==> src/vsic_map.vh <==
`ifndef VSIC_MAP_VH
`define VSIC_MAP_VH
// register indices; byte address is four times the index
`define VSIC_IDX_STD_SEL 12'h020
`define VSIC_IDX_INSEL 12'h021
`define VSIC_IDX_START_POS 12'h022
`define VSIC_IDX_LC_DELAY 12'h023
`define VSIC_IDX_HELPER_DLY 12'h029
`define VSIC_IDX_ASR_MASK 12'h148
`define VSIC_IDX_ASR_STATE 12'h14e
`define VSIC_IDX_IRQ_STAT 12'h150
`define VSIC_IDX_IRQ_MASK 12'h151
// reset values
`define VSIC_RST_STD_SEL 12'h000
`define VSIC_RST_INSEL 12'h644
`define VSIC_RST_ZERO 12'h000
// standard-select fields
`define VSIC_STD_LO 0
`define VSIC_STD_HI 2
`define VSIC_PALPLUS_BIT 4
`define VSIC_COMB_BIT 5
`define VSIC_SEPARATE_BIT 6
`define VSIC_OPT_NO_HPLL 7
`define VSIC_OPT_NO_VERT 8
`define VSIC_OPT_NO_ACC 9
`define VSIC_OPT_COMB_ONLY 10
`define VSIC_DONE_BIT 11
// input-select fields
`define VSIC_IFC_LO 3
`define VSIC_IFC_HI 4
`define VSIC_TRAP_BIT 7
`define VSIC_SMOOTH_BIT 8
`define VSIC_HLOCK_LO 9
`define VSIC_HLOCK_HI 10
// standard codes
`define VSIC_STD_SECAM 3'h2
// standards by field rate (bit per standard)
`define VSIC_STDS_50HZ 7'h25
`define VSIC_STDS_60HZ 7'h5a
// recognition state codes
`define VSIC_ASR_OK 4'h0
`define VSIC_ASR_VWIN 4'h1
`define VSIC_ASR_DISABLED 4'h2
`define VSIC_ASR_BUSY 4'h4
`define VSIC_ASR_FAILED 4'h8
// interrupt status bits
`define VSIC_IRQ_STD_DONE 0
`define VSIC_IRQ_INSEL_DONE 1
`define VSIC_IRQ_ASR_DONE 2
// setup timing
`define VSIC_CLK_PERIOD_NS 8
`define VSIC_PHASE_TIME_NS 32
`define VSIC_PHASE_CYCLES (`VSIC_PHASE_TIME_NS / `VSIC_CLK_PERIOD_NS)
`endif

==> src/vsic_video_standard_input_control.v <==
// Register access over APB was decided locally.
`timescale 1ns/1ps
// Operation
// - separate-input and comb bits pick composite, comb, separate, or composite without notch
// - option bits 7..10 skip hpll, vertical, colour gain setup, or do comb only
// - standard-select done bit set by processor when switch finishes; software writes zero
// - any input-select write starts initialisation of current standard, skipping the phases that the standard-select option bits suppress
// - recognition only considers standards whose mask bit is one
// - recognition state: vwin error, disabled, search active, failed in bits 0..3
// - codes 0001 vwin, 0010 disabled, x1x0 running, 1x00 failed
// - if compensation off, 6 dB, 12 dB; code 11 only valid with secam
// - input-select holds secam trap mode, luma smoothing and horizontal lock speed
// - input-select done bit set on completion; software writes zero
// - start position takes effect on next standard-select or scaler mode write
// - luma delay in bits 11:6, range +1 to -7, low bits zero, applied on standard write
// - helper delay signed 12 bits, used only in pal plus mode
// - standard-select change reloads every standard-dependent register
`include "vsic_map.vh"

module vsic_video_standard_input_control (
  input wire core_clk,
  input wire reset_n,
  input wire psel,
  input wire penable,
  input wire pwrite,
  input wire [11:0] paddr,
  input wire [31:0] pwdata,
  output wire [31:0] prdata,
  output wire pready,
  output wire pslverr,
  output wire irq,
  input wire scaler_mode_written,
  input wire asr_start,
  input wire asr_vwin_error,
  input wire asr_field_60hz,
  input wire asr_found_valid,
  input wire asr_found_ok,
  input wire [2:0] asr_found_std,
  output reg [2:0] active_standard,
  output reg [1:0] input_mode,
  output reg comb_enable,
  output reg separate_luma_chroma_input,
  output reg luma_notch_enable,
  output reg [1:0] if_compensation,
  output reg secam_trap_mode,
  output reg luma_smoothing_enable,
  output reg [1:0] horizontal_lock_speed,
  output reg [11:0] active_video_start,
  output reg [5:0] luma_chroma_delay,
  output reg [11:0] helper_line_delay,
  output reg standard_reload,
  output reg [2:0] setup_phase,
  output reg setup_busy
);

  localparam S_IDLE = 3'd0;
  localparam S_HPLL = 3'd1;
  localparam S_VERT = 3'd2;
  localparam S_ACC = 3'd3;
  localparam S_COMB = 3'd4;

  localparam R_IDLE = 1'b0;
  localparam R_SEARCH = 1'b1;

  localparam integer PHASE_CNT_FULL = `VSIC_PHASE_CYCLES;
  localparam [7:0] PHASE_CNT = PHASE_CNT_FULL[7:0];

  reg [11:0] std_sel_reg;
  reg [11:0] insel_reg;
  reg [11:0] start_pos_reg;
  reg [11:0] lc_delay_reg;
  reg [11:0] helper_dly_reg;
  reg [6:0] asr_mask_reg;
  reg [3:0] asr_state_reg;
  reg [2:0] irq_stat_reg;
  reg [2:0] irq_mask_reg;
  reg [2:0] state_reg;
  reg [2:0] state_next;
  reg [7:0] cnt_reg;
  reg op_insel_reg;
  reg asr_fsm_reg;
  reg [31:0] rdata;
  reg hit;
  reg [2:0] irq_set;

  // index compare shared by every write strobe
  function idx_is;
    input [11:0] a;
    input [11:0] want;
    begin
      idx_is = (a == want);
    end
  endfunction

  // byte lanes are ignored; every register is one aligned word
  wire [11:0] idx = {2'b00, paddr[11:2]};
  wire wr_en = psel & penable & pwrite;
  wire std_wr = wr_en & idx_is(idx, `VSIC_IDX_STD_SEL);
  wire insel_wr = wr_en & idx_is(idx, `VSIC_IDX_INSEL);
  wire start_pos_wr = wr_en & idx_is(idx, `VSIC_IDX_START_POS);
  wire lc_delay_wr = wr_en & idx_is(idx, `VSIC_IDX_LC_DELAY);
  wire helper_wr = wr_en & idx_is(idx, `VSIC_IDX_HELPER_DLY);
  wire asr_mask_wr = wr_en & idx_is(idx, `VSIC_IDX_ASR_MASK);
  wire irq_mask_wr = wr_en & idx_is(idx, `VSIC_IDX_IRQ_MASK);
  wire irq_stat_wr = wr_en & idx_is(idx, `VSIC_IDX_IRQ_STAT);
  wire start_init = std_wr | insel_wr;
  // a phase ends when its countdown reaches zero
  wire phase_end = (state_reg != S_IDLE) & (cnt_reg == 8'd0);
  wire init_done = (state_reg == S_COMB) & phase_end;
  wire [6:0] rate_set = asr_field_60hz ? `VSIC_STDS_60HZ : `VSIC_STDS_50HZ;
  // a found code of seven has no mask bit, so the padded zero makes it fail
  wire [7:0] asr_mask_ext = {1'b0, asr_mask_reg};
  wire [2:0] irq_stat_next;

  // next setup phase, skipping those the options suppress
  function [2:0] next_phase;
    input [2:0] cur;
    input [11:0] opt;
    begin
      case (cur)
        S_IDLE: begin
          if (opt[`VSIC_OPT_COMB_ONLY])
            next_phase = S_COMB;
          else if (!opt[`VSIC_OPT_NO_HPLL])
            next_phase = S_HPLL;
          else if (!opt[`VSIC_OPT_NO_VERT])
            next_phase = S_VERT;
          else if (!opt[`VSIC_OPT_NO_ACC])
            next_phase = S_ACC;
          else
            next_phase = S_COMB;
        end
        S_HPLL: begin
          if (!opt[`VSIC_OPT_NO_VERT])
            next_phase = S_VERT;
          else if (!opt[`VSIC_OPT_NO_ACC])
            next_phase = S_ACC;
          else
            next_phase = S_COMB;
        end
        S_VERT: next_phase = opt[`VSIC_OPT_NO_ACC] ? S_COMB : S_ACC;
        S_ACC: next_phase = S_COMB;
        default: next_phase = S_IDLE;
      endcase
    end
  endfunction

  // clamp a 6-bit two's complement delay into +1 .. -7
  function [5:0] clamp_delay;
    input [5:0] d;
    begin
      if (!d[5] && d > 6'h01)
        clamp_delay = 6'h01;
      else if (d[5] && d < 6'h39)
        clamp_delay = 6'h39;
      else
        clamp_delay = d;
    end
  endfunction

  // insel-triggered runs reuse the option bits held in standard select
  always @* begin
    state_next = state_reg;
    if (std_wr)
      state_next = next_phase(S_IDLE, pwdata[11:0]);
    else if (insel_wr)
      state_next = next_phase(S_IDLE, std_sel_reg);
    else if (phase_end)
      state_next = next_phase(state_reg, std_sel_reg);
  end

  always @* begin
    irq_set = 3'h0;
    irq_set[`VSIC_IRQ_STD_DONE] = init_done & ~op_insel_reg;
    irq_set[`VSIC_IRQ_INSEL_DONE] = init_done & op_insel_reg;
    irq_set[`VSIC_IRQ_ASR_DONE] = (asr_fsm_reg == R_SEARCH) & asr_found_valid;
  end

  // per-bit sticky status; a set in the same cycle beats a write-one clear
  genvar g;
  generate
    for (g = 0; g < 3; g = g + 1) begin : g_irq_stat
      assign irq_stat_next[g] = irq_set[g] | (irq_stat_reg[g] & ~(irq_stat_wr & pwdata[g]));
    end
  endgenerate

  // setup sequencer; a new command restarts it from the first phase
  always @(posedge core_clk or negedge reset_n) begin
    if (!reset_n) begin
      state_reg <= S_IDLE;
      cnt_reg <= 8'h00;
      op_insel_reg <= 1'b0;
    end else begin
      state_reg <= state_next;
      if (start_init || phase_end)
        cnt_reg <= PHASE_CNT - 8'd1;
      else if (state_reg != S_IDLE)
        cnt_reg <= cnt_reg - 8'd1;
      // which done bit to set depends on the command that started the run
      if (start_init)
        op_insel_reg <= insel_wr;
    end
  end

  // register file; hardware set of a done bit wins over a software clear
  always @(posedge core_clk or negedge reset_n) begin
    if (!reset_n) begin
      std_sel_reg <= `VSIC_RST_STD_SEL;
      insel_reg <= `VSIC_RST_INSEL;
      start_pos_reg <= `VSIC_RST_ZERO;
      lc_delay_reg <= `VSIC_RST_ZERO;
      helper_dly_reg <= `VSIC_RST_ZERO;
      asr_mask_reg <= 7'h00;
      irq_mask_reg <= 3'h0;
      irq_stat_reg <= 3'h0;
    end else begin
      if (std_wr) begin
        std_sel_reg[10:0] <= pwdata[10:0];
        if (!pwdata[`VSIC_DONE_BIT])
          std_sel_reg[`VSIC_DONE_BIT] <= 1'b0;
      end
      if (init_done && !op_insel_reg)
        std_sel_reg[`VSIC_DONE_BIT] <= 1'b1;
      if (insel_wr) begin
        insel_reg[10:0] <= pwdata[10:0];
        if (!pwdata[`VSIC_DONE_BIT])
          insel_reg[`VSIC_DONE_BIT] <= 1'b0;
      end
      if (init_done && op_insel_reg)
        insel_reg[`VSIC_DONE_BIT] <= 1'b1;
      if (start_pos_wr)
        start_pos_reg <= pwdata[11:0];
      // low six bits always read back zero
      if (lc_delay_wr)
        lc_delay_reg <= {clamp_delay(pwdata[11:6]), 6'h00};
      if (helper_wr)
        helper_dly_reg <= pwdata[11:0];
      if (asr_mask_wr)
        asr_mask_reg <= pwdata[6:0];
      if (irq_mask_wr)
        irq_mask_reg <= pwdata[2:0];
      irq_stat_reg <= irq_stat_next;
    end
  end

  // applied settings; latched values only move on their trigger writes
  always @(posedge core_clk or negedge reset_n) begin
    if (!reset_n) begin
      active_standard <= 3'h0;
      input_mode <= 2'h0;
      comb_enable <= 1'b0;
      separate_luma_chroma_input <= 1'b0;
      luma_notch_enable <= 1'b1;
      if_compensation <= 2'h0;
      secam_trap_mode <= 1'b0;
      luma_smoothing_enable <= 1'b0;
      horizontal_lock_speed <= 2'h3;
      active_video_start <= 12'h000;
      luma_chroma_delay <= 6'h00;
      helper_line_delay <= 12'h000;
      standard_reload <= 1'b0;
      setup_phase <= S_IDLE;
      setup_busy <= 1'b0;
    end else begin
      standard_reload <= std_wr;
      setup_phase <= state_next;
      setup_busy <= state_next != S_IDLE;
      active_standard <= std_sel_reg[`VSIC_STD_HI:`VSIC_STD_LO];
      input_mode <= {std_sel_reg[`VSIC_SEPARATE_BIT], std_sel_reg[`VSIC_COMB_BIT]};
      case ({std_sel_reg[`VSIC_SEPARATE_BIT], std_sel_reg[`VSIC_COMB_BIT]})
        2'b00: begin
          comb_enable <= 1'b0;
          separate_luma_chroma_input <= 1'b0;
          luma_notch_enable <= 1'b1;
        end
        2'b01: begin
          comb_enable <= 1'b1;
          separate_luma_chroma_input <= 1'b0;
          luma_notch_enable <= 1'b0;
        end
        2'b10: begin
          comb_enable <= 1'b0;
          separate_luma_chroma_input <= 1'b1;
          luma_notch_enable <= 1'b0;
        end
        default: begin
          comb_enable <= 1'b0;
          separate_luma_chroma_input <= 1'b0;
          luma_notch_enable <= 1'b0;
        end
      endcase
      // code 11 is meaningless outside secam, so it falls back to off
      if (insel_reg[`VSIC_IFC_HI:`VSIC_IFC_LO] == 2'h3 &&
          std_sel_reg[`VSIC_STD_HI:`VSIC_STD_LO] != `VSIC_STD_SECAM)
        if_compensation <= 2'h0;
      else
        if_compensation <= insel_reg[`VSIC_IFC_HI:`VSIC_IFC_LO];
      secam_trap_mode <= insel_reg[`VSIC_TRAP_BIT];
      luma_smoothing_enable <= insel_reg[`VSIC_SMOOTH_BIT];
      // code 00 keeps the previous speed rather than forcing one
      if (insel_reg[`VSIC_HLOCK_HI:`VSIC_HLOCK_LO] != 2'h0)
        horizontal_lock_speed <= insel_reg[`VSIC_HLOCK_HI:`VSIC_HLOCK_LO];
      // start position is double-buffered; only a trigger write moves it
      if (std_wr || scaler_mode_written)
        active_video_start <= start_pos_reg;
      if (std_wr)
        luma_chroma_delay <= lc_delay_reg[11:6];
      // helper delay only means something in pal plus; zero otherwise
      if (std_sel_reg[`VSIC_PALPLUS_BIT])
        helper_line_delay <= helper_dly_reg;
      else
        helper_line_delay <= 12'h000;
    end
  end

  // automatic standard recognition
  always @(posedge core_clk or negedge reset_n) begin
    if (!reset_n) begin
      asr_fsm_reg <= R_IDLE;
      asr_state_reg <= `VSIC_ASR_OK;
    end else begin
      // a start during a search is ignored until the search ends
      case (asr_fsm_reg)
        R_IDLE: begin
          if (asr_start) begin
            if (asr_vwin_error) begin
              asr_state_reg <= `VSIC_ASR_VWIN;
            end else if ((asr_mask_reg & rate_set) == 7'h00) begin
              asr_state_reg <= `VSIC_ASR_DISABLED;
            end else begin
              asr_state_reg <= `VSIC_ASR_BUSY;
              asr_fsm_reg <= R_SEARCH;
            end
          end
        end
        R_SEARCH: begin
          if (asr_found_valid) begin
            asr_fsm_reg <= R_IDLE;
            if (asr_found_ok && asr_mask_ext[asr_found_std])
              asr_state_reg <= `VSIC_ASR_OK;
            else
              asr_state_reg <= `VSIC_ASR_FAILED;
          end
        end
        default: asr_fsm_reg <= R_IDLE;
      endcase
    end
  end

  // unmapped indices read zero and raise pslverr
  always @* begin
    rdata = 32'h0000_0000;
    hit = 1'b1;
    case (idx)
      `VSIC_IDX_STD_SEL: rdata[11:0] = std_sel_reg;
      `VSIC_IDX_INSEL: rdata[11:0] = insel_reg;
      `VSIC_IDX_START_POS: rdata[11:0] = start_pos_reg;
      `VSIC_IDX_LC_DELAY: rdata[11:0] = lc_delay_reg;
      `VSIC_IDX_HELPER_DLY: rdata[11:0] = helper_dly_reg;
      `VSIC_IDX_ASR_MASK: rdata[6:0] = asr_mask_reg;
      `VSIC_IDX_ASR_STATE: rdata[3:0] = asr_state_reg;
      `VSIC_IDX_IRQ_STAT: rdata[2:0] = irq_stat_reg;
      `VSIC_IDX_IRQ_MASK: rdata[2:0] = irq_mask_reg;
      default: hit = 1'b0;
    endcase
  end

  // zero wait states: every access completes in its first access cycle
  assign pready = 1'b1;
  assign pslverr = psel & penable & ~hit;
  assign prdata = (psel & penable & ~pwrite) ? rdata : 32'h0000_0000;
  // level output; drops as soon as the status or the mask bit clears
  assign irq = |(irq_stat_reg & irq_mask_reg);

endmodule

==> config.mk <==
export PLATFORM = sky130hd
export DESIGN_NAME = vsic_video_standard_input_control
export DESIGN_NICKNAME = d
export VERILOG_FILES = /design/src/vsic_video_standard_input_control.v
export VERILOG_INCLUDE_DIRS = /design/src /design/src/src
export SDC_FILE = /design/constraint.sdc
export NUM_CORES = 1
export LEC_CHECK = 0
export CAP_MARGIN = 5
export CELL_PAD_IN_SITES_DETAIL_PLACEMENT = 1
export CELL_PAD_IN_SITES_GLOBAL_PLACEMENT = 2
export CORE_UTILIZATION = 36
export CTS_CLUSTER_SIZE = 30
export DETAILED_ROUTE_END_ITERATION = 8
export DONT_BUFFER_PORTS = 1
export GPL_TIMING_DRIVEN = 0
export PLACE_DENSITY = 0.78
export SETUP_SLACK_MARGIN = 0.15
export SYNTH_ARGS = -nofsm -noshare
export SYNTH_HDL_FRONTEND = slang
export SYNTH_SLANG_ARGS = --single-unit
==> constraint.sdc <==
create_clock -name core_clk -period 1.9 [get_ports core_clk]
set_clock_uncertainty 0.1 [all_clocks]
set_input_delay 0.095 -clock core_clk [delete_from_list [all_inputs] [get_ports core_clk]]
set_output_delay 0.095 -clock core_clk [all_outputs]
set_load 0.005 [all_outputs]
==> out/results.ini <==
[critical_path]
cp-end-kind=flip-flop
critPathRequiredTime_ns=2.15
worstSetupStartpointType=flip-flop
cp_max_fo=4
critical_path_arrival_ns=2.39
critPathKind=reg -> reg

[synth]
synth-edff-count=0
yosys.area_share.simple_pct=17.6
yosysWarnings=0
synth_top_area_share_pct=50.6
synthMuxAreaShare_pct=11.7
avgSynthCellArea_sq_um=11.1
yosys.area_share.adder_pct=0.412
synth_top_cell_by_area=dfrtp_1
synth.most_common_cell=dfrtp_1
yosys-top-cells-count=dfrtp_1 (123), nand2_1 (90), mux2_2 (42), buf_4 (22), nor2_1 (22)
syn-instance-count=547
synth-seq-area-share_pct=53.7
synthFlopType=dfrtp_1
ys_async_sr_fraction_pct=100
synth_compound_area_share_pct=10.4
synth.distinct_cells=65
mappedNetlistArea_sq_um=6080
ys_seq_elements=130
synth_top_family_by_area=simple AND/OR/NAND/NOR gates
synth_xor_area_share_pct=1.01
synthTopCellsByArea=dfrtp_1 (51%), mux2_2 (7.8%), nand2_1 (5.6%)

[detailed_routing]
routedWlPerCell_microns=21.8
drc=0
routed-via-count=4701
drtIter0Drc=355
drt_pass1_iterations=8
routed_wl_microns=18900
via_per_inst=5.43
ant_nets=0

[global_routing]
grt_first_pass_wirelength_microns=29400
antenna_found_initial=0
grt_pass1_vias=5020
grt.overflow.total=0
grt_usage_pct=22.4
grt_max_degree=131

[clock_network]
numCtsBuffers=17
root_buffer=clkbuf_16
clock_latency_ns=0.42
holdBufCountCts=21
cts_buffer_depth=2
clk_pin_slew_ns=0.05
cts_tree=yes
cts_sinks=130
ctsHtreeMaxLevel=4

[die]
fp-row-count=47
io_pins=142
die_h_microns=132
design.die.area_sq_um=17400
start_util_pct=36.8
core_area_sq_um=16500
die_width_microns=132

[sta]
fmaxAchievable_mhz=466
setup_viol=10
hold_viol=131
final_max_slew_viol_count=0
hold_ws_ns=-0.725
finalCritPeriodShare_pct=113
tightest_slew_ns=0.659
fin_crit_ns=2.14
grt_setup_unrepaired=yes
fin_ws_ns=-0.245
slew_headroom_pct=56.1

[cells_and_area]
final_cells=865
fin_nets=692
multi_input_area_sq_um=2770
diodes=0
syn2layout_area_growth_pct=26.0
fillCellCount=1755
fin_util_pct=46.4
final_layout_size_suffix_gt1_share_pct=30.9
seq_area_sq_um=3260

[power]
power_frac_comb_pct=8.3
powerDensity_nw_per_um2=864
clkPwrFrac_pct=47.7
irDropWorstVdd_mv=0.602
p_leak_nw=3.62
sw_frac_of_total_pct=23.1
p_sw_w=0.00153
p_seq_share_pct=44.1
intPower_w=0.00509

[status]
failed_checks=negative hold slack, negative setup slack
status=finished, violations left

[place]
routabilityCongestion=0.847
placed_cells=786
hpwl_microns=12800
port_buffers=0

[flow_run]
maxCapViolations=0

[min_path]
holdCritPathClass=in -> async

-- worst max-delay path: stages (launching register included) --
cell and delay (ns):
dfrtp_1 0.38, or4_4 0.56, or4_4 0.54, o211ai_1 0.26, a22oi_1 0.11, nand3_1 0.12
-- through the flow --
stage	area (sq um)	power [W]	setup WS, ns	setup TNS [ns]	hold WS [ns]
final	7660	0.00662	-0.245	-1.55	-0.725
after global routing	7660	0.00686	-0.333	-2.35	-0.745
after CTS	7560	0.00665	-0.274	-1.46	-0.741
after detailed placement	6440	0.00335	-0.591	-24.88	-0.293
after global placement	6440	0.00333	-0.595	-23.13	-0.295
after floorplan	6160	0.00326	-0.0617	-0.123	-0.301
-- power by group through the flow --
stage                     sequential [W]  clock [W]  combinational [W]
after floorplan                  0.00295          0           0.000309
after global placement           0.00296          0           0.000365
after detailed placement         0.00297          0           0.000382
after CTS                        0.00292    0.00321           0.000513
after global routing             0.00292    0.00334           0.000600
final                            0.00292    0.00315           0.000548
-- what timing repair did --
action / in CTS / in global routing
resized for setup: 44 / 18
pin swaps: 24 / 11
setup buffers: 23 / 3
hold endpoints to repair: 198 / 130
setup endpoints to repair: 54 / 29
-- cell type report --
class	count	area share, %
tap	220	3.59
clock inverter	9	1.40
sequential	130	42.6
buffer	44	4.34
inverter	11	0.539
multi-input combinational	381	36.1
timing repair buffer	47	5.44
clock buffer	23	5.98
-- per-layer routing --
metal | GRT usage, % | up-vias | wire length, microns
li1 | - | 2108 | -
met1 | 27.9 | 2451 | 7960
met2 | 38.2 | 126 | 9540
met3 | 6.73 | 16 | 1100
met4 | 5.10 | 0 | 249
met5 | 0 | - | 0
-- layout by cell type (no fill, tap or decap), drive strengths merged, types with 8 or more instances in the layout --
cell | netlist | final
a21oi | 13 | 13
a22oi | 11 | 11
and2 | 17 | 17
and3 | 8 | 8
buf | 37 | 62
clkbuf | 7 | 31
conb | 2 | 21
dfrtp | 123 | 123
dlygate4sd3 | 0 | 21
inv | 11 | 11
mux2 | 55 | 55
nand2 | 91 | 91
nand3 | 12 | 12
nand4 | 8 | 8
nor2 | 22 | 22
nor3 | 12 | 12
o21ai | 17 | 17
-- cell families after synthesis --
group,after synthesis
AO/OA/AOI/OAI,88
XOR/XNOR,7
adder cells (fa/ha/maj),2
buffers and inverters,55
flip-flops,130
multiplexers,59
other,2
AND/OR/NAND/NOR,204
-- worst paths after layout --
check | from | end | slack (ns) | cells after the start
min in group core_clk | pwdata[7] | std_sel_reg[7]$_DFFE_PN0P_ | 0 | 3
hold / removal | reset_n | cnt_reg[4]$_DFFE_PN0P_ | -0.73 | 0
hold reg to reg | insel_reg[8]$_DFFE_PN0P_ | luma_smoothing_enable$_DFF_PN0_ | 0.32 | 0
max in group asynchronous | reset_n | insel_reg[2]$_DFFE_PN1P_ | 2.13 | 0
setup reg to reg | cnt_reg[3]$_DFFE_PN0P_ | setup_busy$_DFF_PN0_ | -0.24 | 5
setup / recovery | cnt_reg[3]$_DFFE_PN0P_ | setup_busy$_DFF_PN0_ | -0.24 | 5
No activity file was read; power rests on OpenSTA's default activity.
